File: config.mk
export PLATFORM = sky130hd
export DESIGN_NAME = dtp_timer
export DESIGN_NICKNAME = d
export VERILOG_FILES = /design/src/dtp_pkg.sv /design/src/dtp_timer.sv
export SDC_FILE = /design/constraint.sdc
export NUM_CORES = 1
export LEC_CHECK = 0
export ABC_AREA = 1
export BUFFER_PORTS_ARGS = -buffer_cell sky130_fd_sc_hd__clkbuf_2
export CORE_MARGIN = 2
export CORE_UTILIZATION = 55
export CTS_CLUSTER_SIZE = 30
export DETAILED_ROUTE_END_ITERATION = 10
export GPL_TIMING_DRIVEN = 0
export PLACE_DENSITY = 0.8
export RECOVER_POWER = 50
export SYNTH_ARGS = -nofsm -noshare
export SYNTH_HDL_FRONTEND = slang
export SYNTH_SLANG_ARGS = --single-unit
File: constraint.sdc
create_clock -name ref_clk -period 2.5 [get_ports ref_clk]
set_clock_uncertainty 0.05 [all_clocks]
set_input_delay 0.25 -clock ref_clk [delete_from_list [all_inputs] [get_ports ref_clk]]
set_output_delay 0.25 -clock ref_clk [all_outputs]
set_load 0.01 [all_outputs]
File: src/dtp_pkg.sv
package dtp_pkg;

  // register indices; byte address is four times the index
  localparam logic [5:0] IDX_COUNT_VALUE = 6'h09;
  localparam logic [5:0] IDX_CTRL_ONE = 6'h0a;
  localparam logic [5:0] IDX_CTRL_TWO = 6'h0b;
  localparam logic [5:0] IDX_PWM_DUTY = 6'h0c;
  localparam logic [5:0] IDX_PRESCALER = 6'h0d;
  localparam logic [5:0] IDX_SHARED_HIGH = 6'h10;
  localparam logic [5:0] IDX_IRQ_STATUS = 6'h11;
  localparam logic [5:0] IDX_IRQ_MASK = 6'h12;

  localparam int ADDR_W = 8;
  localparam int DATA_W = 32;
  localparam int CNT_W = 10;

  // reset values and counter limits
  localparam logic [7:0] CTRL_ONE_RST = 8'h00;
  localparam logic [7:0] CTRL_TWO_RST = 8'h3f;
  localparam logic [7:0] PRESCALER_RST = 8'hff;
  localparam logic [7:0] RELOAD_LOW_RST = 8'hff;
  localparam logic [7:0] DUTY_LOW_RST = 8'h00;
  localparam logic [7:0] SHARED_HIGH_RST = 8'h00;
  localparam logic [CNT_W-1:0] COUNT_RST = 10'h3ff;
  localparam logic [CNT_W-1:0] COUNT_MAX = 10'h3ff;
  localparam logic [CNT_W-1:0] COUNT_ZERO = 10'h000;

  // writable bit masks; reserved bits read as zero
  localparam logic [7:0] CTRL_ONE_MASK = 8'hef;
  localparam logic [7:0] CTRL_TWO_MASK = 8'h3f;

  // shared high bits register field positions
  localparam int SH_COUNT_HI = 7;
  localparam int SH_COUNT_LO = 6;
  localparam int SH_DUTY_HI = 3;
  localparam int SH_DUTY_LO = 2;

  // interrupt status bit of the underflow event
  localparam int IRQ_UNDERFLOW = 0;
  localparam logic [7:0] IRQ_MASK_BITS = 8'h01;

  typedef struct packed {
    logic pwm_output_enable;
    logic pwm_polarity;
    logic toggle_output_enable;
    logic rsvd;
    logic shared_fast_clock_select;
    logic one_shot_select;
    logic reload_select;
    logic timer_run_enable;
  } dtp_ctrl_one_t;

  typedef struct packed {
    logic [1:0] rsvd;
    logic source_select;
    logic external_edge_select;
    logic prescaler_disable_n;
    logic [2:0] prescaler_rate_field;
  } dtp_ctrl_two_t;

  // pad group carried together
  typedef struct packed {
    logic pwm_channel_out;
    logic pwm_oe;
    logic timer_toggle_output;
    logic toggle_oe;
  } dtp_pads_t;

endpackage : dtp_pkg

File: src/dtp_timer.sv
// Functional notes
// - count read returns live low byte
// - count write loads high bits plus reload
// - fast select clocks timer from high oscillator
// - free run, select 0: wrap to 0x3FF
// - free run, select 1: reload stored value
// - one-shot stops at zero on underflow
// - polarity bit one makes PWM active low
// - PWM enable drives pins, else GPIO
// - toggle output inverts each underflow when enabled
// - rate codes divide by 2 to 256
// - edge select: one falling, zero rising
// - source select picks external pin when set
// - reload sets period, duty sets width
// - prescaler count readable, resets to all ones
//
// Our own choice: register access over Avalon-MM.
`timescale 1ns/100ps
`default_nettype none

module dtp_timer
  import dtp_pkg::*;
(
  input wire logic ref_clk,
  input wire logic rst_b,
  input wire logic [dtp_pkg::ADDR_W-1:0] avs_address,
  input wire logic avs_read,
  input wire logic avs_write,
  input wire logic [dtp_pkg::DATA_W-1:0] avs_writedata,
  input wire logic [3:0] avs_byteenable,
  output logic [dtp_pkg::DATA_W-1:0] avs_readdata,
  output logic avs_waitrequest,
  input wire logic instr_clk_tick,
  input wire logic hosc_tick,
  input wire logic external_clock_pin,
  output logic shared_fast_clock_select,
  output dtp_pkg::dtp_pads_t pads,
  output logic irq
);
  import dtp_pkg::*;

  // divider mask for a rate code: 2^(code+1) - 1
  function automatic logic [7:0] rate_mask(input logic [2:0] code);
    rate_mask = 8'hff >> (3'h7 - code);
  endfunction : rate_mask

  dtp_ctrl_one_t ctrl_one;
  dtp_ctrl_two_t ctrl_two;
  logic [7:0] shared_high;
  logic [7:0] reload_low;
  logic [7:0] duty_low;
  logic [7:0] prescaler;
  logic [CNT_W-1:0] count;
  logic stopped;
  logic ext_prev;
  logic ack;
  logic [7:0] irq_status;
  logic [7:0] irq_mask;
  logic pwm_out;
  logic pwm_oe;
  logic toggle_out;
  logic toggle_oe;

  // bus decode
  wire logic [5:0] idx = avs_address[ADDR_W-1:2];
  wire logic req = avs_read | avs_write;
  wire logic accept = req & ack;
  wire logic wr_lane = accept & avs_write & avs_byteenable[0];
  wire logic rd_acc = accept & avs_read;
  wire logic [7:0] wbyte = avs_writedata[7:0];
  wire logic wr_count = wr_lane & (idx == IDX_COUNT_VALUE);
  wire logic wr_ctrl_one = wr_lane & (idx == IDX_CTRL_ONE);
  wire logic wr_ctrl_two = wr_lane & (idx == IDX_CTRL_TWO);
  wire logic wr_duty = wr_lane & (idx == IDX_PWM_DUTY);
  wire logic wr_shared = wr_lane & (idx == IDX_SHARED_HIGH);
  wire logic wr_mask = wr_lane & (idx == IDX_IRQ_MASK);
  wire logic rd_status = rd_acc & (idx == IDX_IRQ_STATUS);

  // one wait cycle keeps the read mux off the combinational path
  assign avs_waitrequest = req & ~ack;

  // assembled 10-bit values
  wire logic [CNT_W-1:0] reload_val = {shared_high[SH_COUNT_HI:SH_COUNT_LO], reload_low};
  wire logic [CNT_W-1:0] duty_val = {shared_high[SH_DUTY_HI:SH_DUTY_LO], duty_low};
  wire logic [CNT_W-1:0] load_val = {shared_high[SH_COUNT_HI:SH_COUNT_LO], wbyte};

  // clock source selection; the pin is already synchronous to ref_clk
  wire logic ext_rise = external_clock_pin & ~ext_prev;
  wire logic ext_fall = ~external_clock_pin & ext_prev;
  wire logic ext_tick = ctrl_two.external_edge_select ? ext_fall : ext_rise;
  wire logic slow_tick = ctrl_two.source_select ? ext_tick : instr_clk_tick;
  wire logic src_tick = ctrl_one.shared_fast_clock_select ? hosc_tick : slow_tick;

  // prescaler: counts source ticks, fires when the selected low bits reach zero
  wire logic ps_on = ~ctrl_two.prescaler_disable_n;
  wire logic [7:0] ps_mask = rate_mask(ctrl_two.prescaler_rate_field);
  wire logic ps_fire = ((prescaler & ps_mask) == 8'h00);
  wire logic [7:0] next_prescaler = (ps_on & src_tick) ? prescaler - 8'h01 : prescaler;
  // disabled prescaler passes the source straight through
  wire logic timer_tick = ps_on ? (src_tick & ps_fire) : src_tick;

  // counter step
  // run gate
  wire logic step = timer_tick & ctrl_one.timer_run_enable & ~stopped;
  wire logic at_zero = (count == COUNT_ZERO);
  wire logic underflow = step & at_zero;
  wire logic [CNT_W-1:0] wrap_val = ctrl_one.reload_select ? reload_val : COUNT_MAX;
  logic [CNT_W-1:0] next_count;
  logic next_stopped;

  // counter next value; a software load wins over a tick
  always_comb
  begin
    next_count = count;
    next_stopped = stopped;
    if (wr_count)
    begin
      next_count = load_val;
      next_stopped = 1'b0;
    end
    else if (underflow)
    begin
      if (ctrl_one.one_shot_select)
      begin
        next_stopped = 1'b1;
      end
      else
      begin
        next_count = wrap_val;
      end
    end
    else if (step)
    begin
      next_count = count - 10'h001;
    end
    if (wr_ctrl_one)
    begin
      next_stopped = 1'b0; // rewriting control rearms a stopped one-shot
    end
  end

  // pwm level, computed then registered
  // active while below duty
  wire logic pwm_active = (count < duty_val);
  wire logic next_pwm_out = pwm_active ^ ctrl_one.pwm_polarity;
  wire logic next_toggle = underflow ? ~toggle_out : toggle_out;

  // interrupt status: set wins over read clear; only bits the read reported are cleared,
  // so an event landing between the data snapshot and the accept edge is not lost
  wire logic [7:0] irq_set = {7'h00, underflow};
  wire logic [7:0] irq_seen = rd_status ? avs_readdata[7:0] : 8'h00;
  wire logic [7:0] next_irq_status = (irq_status & ~irq_seen) | irq_set;
  assign irq = |(irq_status & irq_mask);

  // read mux
  logic [7:0] rd_byte;
  always_comb
  begin
    rd_byte = 8'h00;
    case (idx)
      IDX_COUNT_VALUE: rd_byte = count[7:0];
      IDX_CTRL_ONE: rd_byte = ctrl_one & CTRL_ONE_MASK;
      IDX_CTRL_TWO: rd_byte = ctrl_two & CTRL_TWO_MASK;
      IDX_PWM_DUTY: rd_byte = 8'h00; // write-only
      IDX_PRESCALER: rd_byte = prescaler;
      IDX_SHARED_HIGH: rd_byte = shared_high;
      IDX_IRQ_STATUS: rd_byte = irq_status;
      IDX_IRQ_MASK: rd_byte = irq_mask;
      default: rd_byte = 8'h00;
    endcase
  end

  // bus handshake and read data
  always_ff @(posedge ref_clk or negedge rst_b)
  begin
    if (!rst_b)
    begin
      ack <= 1'b0;
      avs_readdata <= '0;
    end
    else
    begin
      ack <= req & ~ack;
      if (req & ~ack)
      begin
        avs_readdata <= {24'h000000, rd_byte};
      end
    end
  end

  // software registers
  always_ff @(posedge ref_clk or negedge rst_b)
  begin
    if (!rst_b)
    begin
      ctrl_one <= CTRL_ONE_RST;
      ctrl_two <= CTRL_TWO_RST;
      shared_high <= SHARED_HIGH_RST;
      reload_low <= RELOAD_LOW_RST;
      duty_low <= DUTY_LOW_RST;
      irq_mask <= 8'h00;
    end
    else
    begin
      if (wr_ctrl_one) ctrl_one <= wbyte & CTRL_ONE_MASK;
      // rate change is software's duty; logic takes it at once
      if (wr_ctrl_two) ctrl_two <= wbyte & CTRL_TWO_MASK;
      if (wr_shared) shared_high <= wbyte;
      if (wr_count) reload_low <= wbyte;
      if (wr_duty) duty_low <= wbyte;
      if (wr_mask) irq_mask <= wbyte & IRQ_MASK_BITS;
    end
  end

  // counting state and pads
  always_ff @(posedge ref_clk or negedge rst_b)
  begin
    if (!rst_b)
    begin
      prescaler <= PRESCALER_RST;
      count <= COUNT_RST;
      stopped <= 1'b0;
      ext_prev <= 1'b0;
      irq_status <= 8'h00;
      pwm_out <= 1'b0;
      pwm_oe <= 1'b0;
      toggle_out <= 1'b0;
      toggle_oe <= 1'b0;
    end
    else
    begin
      prescaler <= next_prescaler;
      count <= next_count;
      stopped <= next_stopped;
      ext_prev <= external_clock_pin;
      irq_status <= next_irq_status;
      pwm_out <= next_pwm_out;
      pwm_oe <= ctrl_one.pwm_output_enable;
      toggle_out <= next_toggle;
      toggle_oe <= ctrl_one.toggle_output_enable;
    end
  end

  assign shared_fast_clock_select = ctrl_one.shared_fast_clock_select;
  assign pads.pwm_channel_out = pwm_out;
  assign pads.pwm_oe = pwm_oe;
  assign pads.timer_toggle_output = toggle_out;
  assign pads.toggle_oe = toggle_oe;

  // checks
  chk_read_live: assert property (@(posedge ref_clk) disable iff (!rst_b)
    (req & ~ack & avs_read & (idx == IDX_COUNT_VALUE)) |=> (avs_readdata[7:0] == $past(count[7:0])))
    else $error("count read does not show live counter");
  chk_write_load: assert property (@(posedge ref_clk) disable iff (!rst_b)
    wr_count |=> (count == {$past(shared_high[SH_COUNT_HI:SH_COUNT_LO]), $past(wbyte)}))
    else $error("count write did not load ten bits");
  chk_fast_source: assert property (@(posedge ref_clk) disable iff (!rst_b)
    ctrl_one.shared_fast_clock_select |-> (src_tick == hosc_tick))
    else $error("fast select not using high oscillator");
  chk_wrap_max: assert property (@(posedge ref_clk) disable iff (!rst_b)
    (underflow & ~wr_count & ~ctrl_one.one_shot_select & ~ctrl_one.reload_select)
      |=> (count == COUNT_MAX))
    else $error("free run did not wrap to maximum");
  chk_wrap_reload: assert property (@(posedge ref_clk) disable iff (!rst_b)
    (underflow & ~wr_count & ~ctrl_one.one_shot_select & ctrl_one.reload_select)
      |=> (count == $past(reload_val)))
    else $error("free run did not reload stored value");
  chk_one_shot: assert property (@(posedge ref_clk) disable iff (!rst_b)
    (underflow & ~wr_count & ~wr_ctrl_one & ctrl_one.one_shot_select)
      |=> (stopped && count == COUNT_ZERO)
      ##1 ($past(wr_count | wr_ctrl_one) || (stopped && count == COUNT_ZERO)))
    else $error("one-shot did not stop at zero");
  chk_pwm_level: assert property (@(posedge ref_clk) disable iff (!rst_b)
    1'b1 |=> (pwm_out == ($past(count < duty_val) ^ $past(ctrl_one.pwm_polarity))))
    else $error("pwm level or polarity wrong");
  chk_pwm_enable: assert property (@(posedge ref_clk) disable iff (!rst_b)
    $rose(ctrl_one.pwm_output_enable) |=> pads.pwm_oe)
    else $error("pwm enable did not reach pin");
  chk_toggle_flip: assert property (@(posedge ref_clk) disable iff (!rst_b)
    underflow |=> (toggle_out != $past(toggle_out)))
    else $error("toggle output did not invert");
  chk_prescale_fire: assert property (@(posedge ref_clk) disable iff (!rst_b)
    (ps_on & ((prescaler & ps_mask) != 8'h00)) |-> !timer_tick)
    else $error("prescaler fired early");
  chk_edge_select: assert property (@(posedge ref_clk) disable iff (!rst_b)
    (ctrl_two.external_edge_select & ext_rise) |-> !ext_tick)
    else $error("rising edge counted in falling mode");
  chk_run_hold: assert property (@(posedge ref_clk) disable iff (!rst_b)
    (~ctrl_one.timer_run_enable & ~wr_count) |=> $stable(count))
    else $error("counter moved while disabled");
  chk_irq_set: assert property (@(posedge ref_clk) disable iff (!rst_b)
    underflow |=> irq_status[IRQ_UNDERFLOW])
    else $error("underflow lost from status");
  chk_ps_hold: assert property (@(posedge ref_clk) disable iff (!rst_b)
    ~ps_on |=> $stable(prescaler))
    else $error("disabled prescaler moved");
  chk_ps_step: assert property (@(posedge ref_clk) disable iff (!rst_b)
    (ps_on & src_tick) |=> (prescaler == $past(prescaler) - 8'h01))
    else $error("enabled prescaler did not count");
  chk_stop_hold: assert property (@(posedge ref_clk) disable iff (!rst_b)
    (stopped & ~wr_count & ~wr_ctrl_one) |=> (stopped && $stable(count)))
    else $error("stopped one-shot moved");
  chk_pwm_release: assert property (@(posedge ref_clk) disable iff (!rst_b)
    $fell(ctrl_one.pwm_output_enable) |=> !pads.pwm_oe)
    else $error("pwm pins not released");
  chk_toggle_hold: assert property (@(posedge ref_clk) disable iff (!rst_b)
    !underflow |=> $stable(toggle_out))
    else $error("toggle output moved without underflow");
  chk_toggle_pad: assert property (@(posedge ref_clk) disable iff (!rst_b)
    ctrl_one.toggle_output_enable |=> pads.toggle_oe)
    else $error("toggle pad not enabled");
  chk_status_clear: assert property (@(posedge ref_clk) disable iff (!rst_b)
    (rd_status & ~underflow & avs_readdata[IRQ_UNDERFLOW]) |=> !irq_status[IRQ_UNDERFLOW])
    else $error("reported status bit not cleared by read");
  chk_instr_step: assert property (@(posedge ref_clk) disable iff (!rst_b)
    (instr_clk_tick & ~ctrl_two.source_select & ~ctrl_one.shared_fast_clock_select & ~ps_on
      & ctrl_one.timer_run_enable & ~stopped & ~wr_count & ~at_zero)
      |=> (count == $past(count) - 10'h001))
    else $error("instruction tick did not step counter");
  chk_rise_step: assert property (@(posedge ref_clk) disable iff (!rst_b)
    (external_clock_pin & ~$past(external_clock_pin) & ctrl_two.source_select
      & ~ctrl_two.external_edge_select & ~ctrl_one.shared_fast_clock_select & ~ps_on
      & ctrl_one.timer_run_enable & ~stopped & ~wr_count & ~at_zero)
      |=> (count == $past(count) - 10'h001))
    else $error("rising pin edge did not step counter");

  cov_underflow_wrap: cover property (@(posedge ref_clk) disable iff (!rst_b)
    underflow ##1 step);
  cov_one_shot_stop: cover property (@(posedge ref_clk) disable iff (!rst_b)
    underflow & ctrl_one.one_shot_select);
  cov_irq_raise: cover property (@(posedge ref_clk) disable iff (!rst_b) $rose(irq));
  cov_ext_count: cover property (@(posedge ref_clk) disable iff (!rst_b)
    ctrl_two.source_select & step);
  cov_reload_stored: cover property (@(posedge ref_clk) disable iff (!rst_b)
    underflow & ctrl_one.reload_select & ~ctrl_one.one_shot_select);

endmodule : dtp_timer

`default_nettype wire

==> results of run 1 <==
[registers in the layout, indices dropped and copies added (netlist names), 6 cells and up]
signal        flops
shared_high       8
irq_status        8
count            10
reload_low        8
ctrl_one          6
avs_readdata      8
duty_low          8
prescaler         8
ctrl_two          6
[synth_stat cells, types with 3 or more instances]
cell type | count | share of area
xor2_1 | 12 | 0.023
nor3_1 | 3 | 0.0034
inv_2 | 10 | 0.0084
nor2_2 | 5 | 0.0070
inv_1 | 76 | 0.064
nand4_1 | 17 | 0.024
dfrtp_1 | 47 | 0.26
nand2_1 | 162 | 0.14
nor2_1 | 45 | 0.038
dfstp_2 | 32 | 0.19
ha_1 | 11 | 0.031
buf_4 | 28 | 0.047
a21oi_1 | 8 | 0.0089
nand2_2 | 3 | 0.0042
clkbuf_1 | 5 | 0.0042
nand3_1 | 37 | 0.041
o22ai_1 | 4 | 0.0056
o21ai_0 | 19 | 0.021
o21ai_1 | 38 | 0.042
buf_2 | 4 | 0.0045
[per-stage QoR]
stage / utilization / worst slack [ps] / instances / cell area [µm²]
floorplan: - / 685.4 / 607 / 4566
global placement: 0.6242 / 378.0 / 745 / 4873
detailed placement: 0.6271 / 316.8 / 746 / 4896
CTS: 0.6572 / 305.7 / 764 / 5131
global route: 0.6554 / 120.3 / 764 / 5117
finish: 0.6554 / 259.1 / 764 / 5117
[power by group through the flow]
stage | clock network [µW] | registers, µW | logic [µW]
final | 1040 | 1880 | 1440
after CTS | 1060 | 1870 | 1430
after detailed placement | 0 | 1890 | 1420
after global routing | 1120 | 1900 | 1650
after floorplan | 0 | 1790 | 1090
after global placement | 0 | 1880 | 1380
[worst max-delay path, delay by kind of cell (launching register included)]
family / cells / cell delay (ps)
AND/OR/NAND/NOR: 9 / 1160
flip-flops: 1 / 560
buffers and inverters: 1 / 140
adder cells (fa/ha/maj): 1 / 280
[how the worst min path moves through the flow]
stage / startpoint / to / slack [ps] / depth (start not counted)
floorplan: rst_b / ack$_DFF_PN0_ / -100 / 0
global placement: ctrl_one[7]$_DFFE_PN0P_ / pwm_oe$_DFF_PN0_ / 310 / 0
detailed placement: rst_b / ext_prev$_DFF_PN0_ / 230 / 1
CTS: avs_writedata[2] / reload_low[2]$_DFFE_PN1P_ / 60 / 3
global route: avs_writedata[4] / reload_low[4]$_DFFE_PN1P_ / 100 / 3
finish: avs_writedata[2] / reload_low[2]$_DFFE_PN1P_ / 70 / 3
[final cells by class]
| cell class | count | area, µm² |
|---|---|---|
| Fill cell | 665 | 2690 |
| Sequential cell | 79 | 2017 |
| Multi-Input combinational cell | 403 | 1954 |
| Inverter | 86 | 322.8 |
| Buffer | 39 | 271.5 |
| Timing Repair Buffer | 39 | 209.0 |
| Clock buffer | 12 | 145.1 |
| Tap cell | 102 | 127.6 |
| Clock inverter | 4 | 70.07 |
[cell families (layout without fill, tap and decap cells)]
logic type	count (synthesis)	count (layout)	share of synthesized area
xor gates and xnor gates	14	14	0.02737
and+or+nand+nor	280	280	0.2709
buffers and inverters	125	180	0.1327
other	1	24	0.0008372
DFF	79	79	0.4503
adders and majority gates	11	11	0.03073
AOI/OAI and AO/OA	74	74	0.08715
[metal layers]
layer	part of all wire	vias up	global-route usage
met4	0.019	0	0.08816
met2	0.45	171	0.4161
li1	-	1946	-
met5	0	-	0
met1	0.45	1840	0.3653
met3	0.076	20	0.04896
[timing repair]
| action | in CTS | in global routing |
|---|---|---|
| buffers inserted | 0 | 0 |
| hold buffers | 2 | 0 |
| hold endpoints to repair | 18 | 0 |
==> flow_results.org, run 1 <==
** Final layout
- Diodes inserted :: 0
- Compared with the post-synthesis result, the final layout area differs by 14.25%.
- Number of nets in the final layout :: approximately 720
- Most frequent standard cell in the layout excluding fill and tap cells :: nand2_1
- In the layout the commonest cells are nand2_1 (162), inv_1 (76), dfrtp_1 (47).
- Fraction of final layout cells with drive strength greater than 1 :: 0.1994

** Critical path
- The worst setup path is launched from a register.
- Endpoint of the worst-slack reg-to-reg timing path :: count[6]$_DFFE_PN1P_
- Reg2reg path depth :: 11
- The most critical setup path has its endpoint at count[6]$_DFFE_PN1P_.
- Maximum fanout along the worst path :: 10
- R2R setup slack :: 260 ps
- Worst setup path start :: count[0]$_DFFE_PN1P_
- The largest individual stage delay along the critical path comes from the cell dfstp_2.
- Required time reported for the critical path endpoint :: 2740 ps
- Most used cell, CP :: nand2_1
- Endpoint arrival time on the critical path :: 2480 ps
- Category of the worst setup path capture point :: register
- Critical Path Max Stage Delay :: 560 ps
- The worst setup path is of the reg -> reg kind.
- Critical register-to-register path startpoint :: count[0]$_DFFE_PN1P_
- CP Cell Sequence :: inv_1, ha_1, nand2_1, nor2_1, nand2_2, nor2_4, nand2_1, nand3_2, nor2_2, nand3_1, nand2_1

** Floorplan
- Core Region :: 7807 µm²
- For this configuration, the core starts out at a cell density of 0.5737.
- Area of the die :: around 8900 µm²
- Horiz. Die Dim :: 94.25 µm
- I/O pins :: 90
- In this run the vertical extent of the chip is 94.25 µm.
- Rows :: 32

** Clocking
- Counting every sink on the clock net gives 79.
- Gates resized during post-CTS repair numbered 0.
- Clock latency on the worst-skew pair, taken at its later pin, is 350 ps.
- Buffers inserted during clock tree synthesis total 9.
- After clock tree synthesis, the clock-pin slew on the worst setup and hold paths is 80 ps.
- The root buffer cell chosen for the clock tree is clkbuf_8.
- The clock tree synthesis step divided the H-tree into 3 levels.
- Clock tree from TritonCTS :: done
- Clock buffer depth :: 2

** Routing
- After detailed routing, the average wire length per cell comes to between 10 and 15 µm.
- Post-detailed-route DRC marker count :: 0
- The first detailed-routing pass took 5 iterations.
- The detailed router placed a little under 4k vias in this run.
- Detailed Route Iter0 Violations :: 304
- Detail-routed via count per cell :: 5.205
- In this run the remaining antenna-violating nets after routing total 0.
- The final layout contains routed wiring with a total length of ~11000 µm.

** Placement
- At the end of routability-driven placement, the weighted congestion stood at 0.9730.
- During placement, the flow inserted port buffers numbering 36.
- Post-detail-place hpwl :: 8037 µm

** Timing
- Hold is met by 72.46 ps.
- Final setup fails :: 0
- Count of final max-slew check failures :: 0
- The number of hold violations in the final report came to 0.
- Headroom to the max-slew limit :: 0.3932
- Final worst-path cycle share :: 0.8964
- At the pin with the least slew margin, the transition time is 910.2 ps.
- After routing, the total negative slack on setup checks comes to 0 ps.
- Subtracting the final worst setup slack from the clock period gives ~2200 ps.
- Timing would allow up to 446.3 MHz.
- Unrepaired setup endpoints after global routing :: false

** Min path
- Worst min path class :: in -> reg

** Status
- The flow ran to the end, and the final reports show no timing, DRC or antenna violations.

** GRT
- The via count of the first global-routing pass is ~3.8k.
- Summed over all layers, the global routing overflow is 0.
- First-pass GRT wire length :: 18020 µm
- Number of antenna violations at the first check in global routing :: 0
- GRT Total Usage :: 0.2632
- Entering global routing, the biggest net connects 45 pins.

** Yosys
- During synthesis, Yosys emitted a total of 0 warnings.
- Post-synthesis register bit count :: 79
- Post-Synthesis Mean Instance Area :: 7.670 µm²
- Synthesis produced 584 cells.
- For this run, the register share of the synthesized area comes to 0.4503.
- After synthesis, the netlist uses 33 different library cells.
- Most used DFF post-synth :: dfrtp_1
- Mapped cell area :: 4479 µm²
- The synthesized design contains 0 enable-type register cells.
- Of all flip-flops after synthesis, the portion carrying an async set or reset was 1.000.

** Power
- Cell Int Power :: about 2700 µW
- In this run the power density over the cells is 852.9 nW/µm².
- The worst-case IR drop observed on VDD is about 0.35 mV.
- Lkg Pwr :: 0.002619 µW
- Of the total power, the clock network draws 0.239.
- Part of the total power dissipated in combinational logic :: 0.331
- Of the total power, the share spent switching nets is 0.3700.
- Total power consumption of the routed design :: 4365 µW
- Sw Pwr :: 1615 µW
- Fraction of power consumed by sequential logic :: 0.430

** Flow run
- The tool flagged a number of max-cap violations equal to 0.
No activity file was read; power rests on OpenSTA's default activity.
==> run 2: changes to the inputs <==
- ABC_AREA: 1 -> not set
==> run 2 against run 1 <==
Utilization hardly changed; critical path type unchanged; routed wire length is 6.5% lower; largest power group unchanged; flip-flop and latch count stayed put.
==> flow_results.org, run 2 <==
** Status
- Run status :: finished, final reports clean

** Routing
- Count of antenna-violating nets left after detailed routing :: 0 (unchanged)
- The length of the first detailed-routing pass in iterations came to 5 (unchanged).
- Via Count :: 3439 (-14%)
- Detail-routed via count per cell :: 5.780 (+11%)
- The per-cell routed wire length is 17.02 µm (+20%).
- Drt total wl :: 10130 µm (-6.5%)
- The number of DRC markers in iteration 0 came to 260 (-14%).
- The final routed DRC violation total was 0 (unchanged).

** Clocking
- Worst-path clk slew :: 80 ps (about the same)
- Clock buffer depth :: 2 (unchanged)
- The total number of H-tree levels is 3 (unchanged).
- The cell sitting at the root of the clock tree is a clkbuf_8.
- Clock tree from TritonCTS :: done
- The TritonCTS buffer count was 9 (unchanged).
- The CTS sink count was 79 (unchanged).
- Worst-skew pair later-pin latency :: 350 ps (about the same)

** Yosys
- Most frequent cell after synthesis :: nand2_1
- Leading cell types by count after synthesis :: nand2_1 (48), dfrtp_1 (47), dfstp_2 (32)
- Synthesis warning total :: 0 (unchanged)
- Post-synthesis cell type with the largest combined area :: dfrtp_1
- Most used DFF post-synth :: dfrtp_1
- The share of async-settable or async-resettable flops after synthesis is 1.000 (unchanged).
- Multiplexer area fraction after synthesis :: 0.08139 (+0.08139)
- Synthesized instance count :: 411 (-30%)
- The post-synthesis adder-cell area fraction was 0.03209 (+0.001362).
- Yosys attributes the largest share of cell area to dfrtp_1 (27%), dfstp_2 (20%), mux2_2 (6.0%).
- After synthesis, the largest family of logic cells by area is compound AO/OA/AOI/OAI gates.
- The complex-gate fraction of the synthesized area was 0.1672 (+0.08000).
- Area share of xor/xnor cells in the synthesized design :: 0.03267 (+0.005298)
- Area share of and/or/nand/nor cells after synthesis :: 0.1403 (-0.1306)
- The combined area of all synthesized cells came to 4289 µm² (-4.2%).
- The flip-flop and latch count after synthesis is 79 (unchanged).
- The number of unique standard cell types used by synthesis came to 60 (+82%).
- The share of synthesized area occupied by flip-flops and latches was 0.4702 (+0.01997).
- Top cell type's share of synthesized area :: 0.2742 (+0.01164)
- Post-synth EDFFs :: 0 (unchanged)
- The synthesized area per cell came to 10.44 µm² (+36%).

** GRT
- Total grt overflow :: 0 (unchanged)
- Largest net degree at the start of global routing :: 59 (+31%)
- Vias in the first global route :: 3227 (-15%)
- The total routing resource utilization after global routing came to 0.2502 (-0.01295).
- The first-pass GRT wire length came to 16410 µm (-9.0%).
- The initial antenna violation count is 0 (unchanged).

** Flow run
- Max Cap Violations :: 0 (unchanged)

** Critical path
- Required time reported for the critical path endpoint :: 2720 ps (-20 ps)
- STA classifies the critical path endpoint as a register.
- Maximum fanout along the worst path :: 8 (-2)
- In this design, the largest share of critical-path delay is due to simple AND/OR/NAND/NOR gates.
- CP max stage cell :: dfstp_2
- Critical Path Max Stage Delay :: 430 ps (-130 ps)
- Launching element type of the critical path :: register
- The critical path is of the reg -> reg type.
- The sum of buffers and inverters on the critical path is 0 (-1).
- The critical path arrival was 2650 ps (+170 ps).
- CP Cell Sequence :: nor4_2, nand2_2, nor3b_4, o2111a_4, nand2_4, o211a_1, a221o_1

** Power
- Total power consumption of the routed design :: 3866 µW (-11%)
- The power density over cell area is 771.2 nW/µm² (-9.6%).
- Lkg Pwr :: 0.002429 µW (-7.3%)
- IR Drop Worst-Case VDD :: 0.3482 mV (+0.38%)

** Floorplan
- Horiz. Die Dim :: 92.31 µm (-2.1%)
- Initial Utilization :: 0.5609 (-0.01285)
- Area of the die :: 8521 µm² (-4.1%)
- Rows :: 32 (unchanged)
- Die Ht :: 92.31 µm (-2.1%)
- The total core area is 7647 µm² (-2.1%).
- I/O pins :: 90 (unchanged)

** Timing
- The final worst hold slack is 131.7 ps (+59.27 ps).
- Crit path setup slack, layout :: 67.04 ps (-192.1 ps)
- Final worst-path cycle share :: 0.9732 (+0.07682)
- Hold violation count in the final report :: 0 (unchanged)
- The remaining max-slew budget at the tightest pin came to 0.1507 (-0.2425).
- Worst-margin pin slew :: 1274 ps (+363.7 ps)
- The maximum clock frequency was 411.0 MHz (-7.9%).
- The count of final setup violators was 0 (unchanged).
- The post-layout minimum cycle time is 2433 ps (+192.1 ps).
- The count of final max-slew check failures was 0 (unchanged).

** Final layout
- The cell area after layout was 5012 µm² (-2.1%).
- The register with the most flip-flops in the final layout is count.
- Most frequent standard cell in the layout excluding fill and tap cells :: nand2_1
- Most frequent cells in the layout :: nand2_1 (48), dfrtp_1 (47), buf_4 (34)
- Number of nets in the final layout :: 550 (-24%)
- Fraction of final layout cells with drive strength greater than 1 :: 0.3185 (+0.1191)
- The area growth from synthesis to layout is 16.86%.
- The number of antenna diodes came to 0 (unchanged).
- Number of flip-flops in the largest register :: 10 (unchanged)

** Min path
- Worst min path class :: in -> reg

** Placement
- Worst setup slack after placement :: -190.4 ps (-507.2 ps)
- Number of I/O port buffers :: 34 (-5.6%)
- The standard cell area after detailed placement came to 4703 µm² (-3.9%).
- Post-detail-place hpwl :: 7166 µm (-11%)
- The final weighted congestion in routability-driven placement came to 0.9058 (-6.9%).
run 2: cell types whose count changed after synthesis, moves of 7 or more:
cell / delta
inv_1: -59
o21ai_1: -37
a21o_1: +7
xnor2_1: +7
inv_2: -10
a22oi_1: +10
mux2_2: +23
nand4_1: -17
nor2_1: -21
a21boi_0: +7
o211ai_1: +7
mux2i_1: +9
nand2_1: -114
nand3_1: -33
run 2: logic make-up (layout without fill, tap and decap cells):
kind of cell	after synthesis	count (layout)
xor+xnor	16	16
buf+inv	57	116
simple gates	119	119
compound gates	96	96
mux	32	32
other cells	1	24
fa+ha+maj	11	11
flops	79	79
run 2: stage by stage:
step,TNS [ps],util,instances
CTS,0,0.6531,594
global placement,-567.6,0.6111,570
detailed placement,-802.3,0.6150,571
global route,-34.14,0.6554,595
floorplan,0,-,434
finish,0,0.6554,595
run 2: layout make-up:
type	instances	area, µm²
clock buffers	9	123.9
clock inverters	7	87.58
fillers	603	2635
multi-input cells	298	2057
flip-flops and latches	79	2017
inverters	17	63.81
well taps	102	127.6
plain buffers	39	255.2
repair buffers	44	280.3
run 2: timing repair:
item,in CTS,in global routing
hold buffers,2,0
setup buffers,5,2
pin swaps,2,2
gates resized for setup,2,2
endpoints found under the setup margin,10,10
hold endpoints to repair,8,0
run 2: final timing paths:
path                            slack, ps  depth (start not counted)                        end               startpoint
worst max register to register         70                          7       count[3]$_DFFE_PN1P_     count[2]$_DFFE_PN1P_
worst max-delay path                   70                          7       count[3]$_DFFE_PN1P_     count[2]$_DFFE_PN1P_
worst min register to register        360                          0           pwm_oe$_DFF_PN0_  ctrl_one[7]$_DFFE_PN0P_
min in group asynchronous             690                          2         ext_prev$_DFF_PN0_                    rst_b
worst min-delay path                  130                          3  reload_low[6]$_DFFE_PN1P_         avs_writedata[6]
max in group asynchronous             790                          3    ctrl_two[0]$_DFFE_PN1P_                    rst_b
run 2: worst reg2reg max path, delay by kind of cell, from the launching register on:
kind | cells | cell delay [ps]
simple gates | 4 | 1010
compound gates | 3 | 860
flops | 1 | 430
run 2: power by group:
group | total, µW | leakage (µW) | switching, µW | internal (µW)
Combinational | 1040 | 0.00137 | 560 | 481
Clock | 1020 | 0.000110 | 462 | 555
Sequential | 1810 | 0.000944 | 257 | 1550
run 2: per-layer routing:
layer,track usage,vias up,part of all wire
li1,-,1571,-
met1,0.3405,1687,0.42
met2,0.4118,161,0.49
met3,0.03580,20,0.068
met4,0.08831,0,0.019
met5,0,-,0
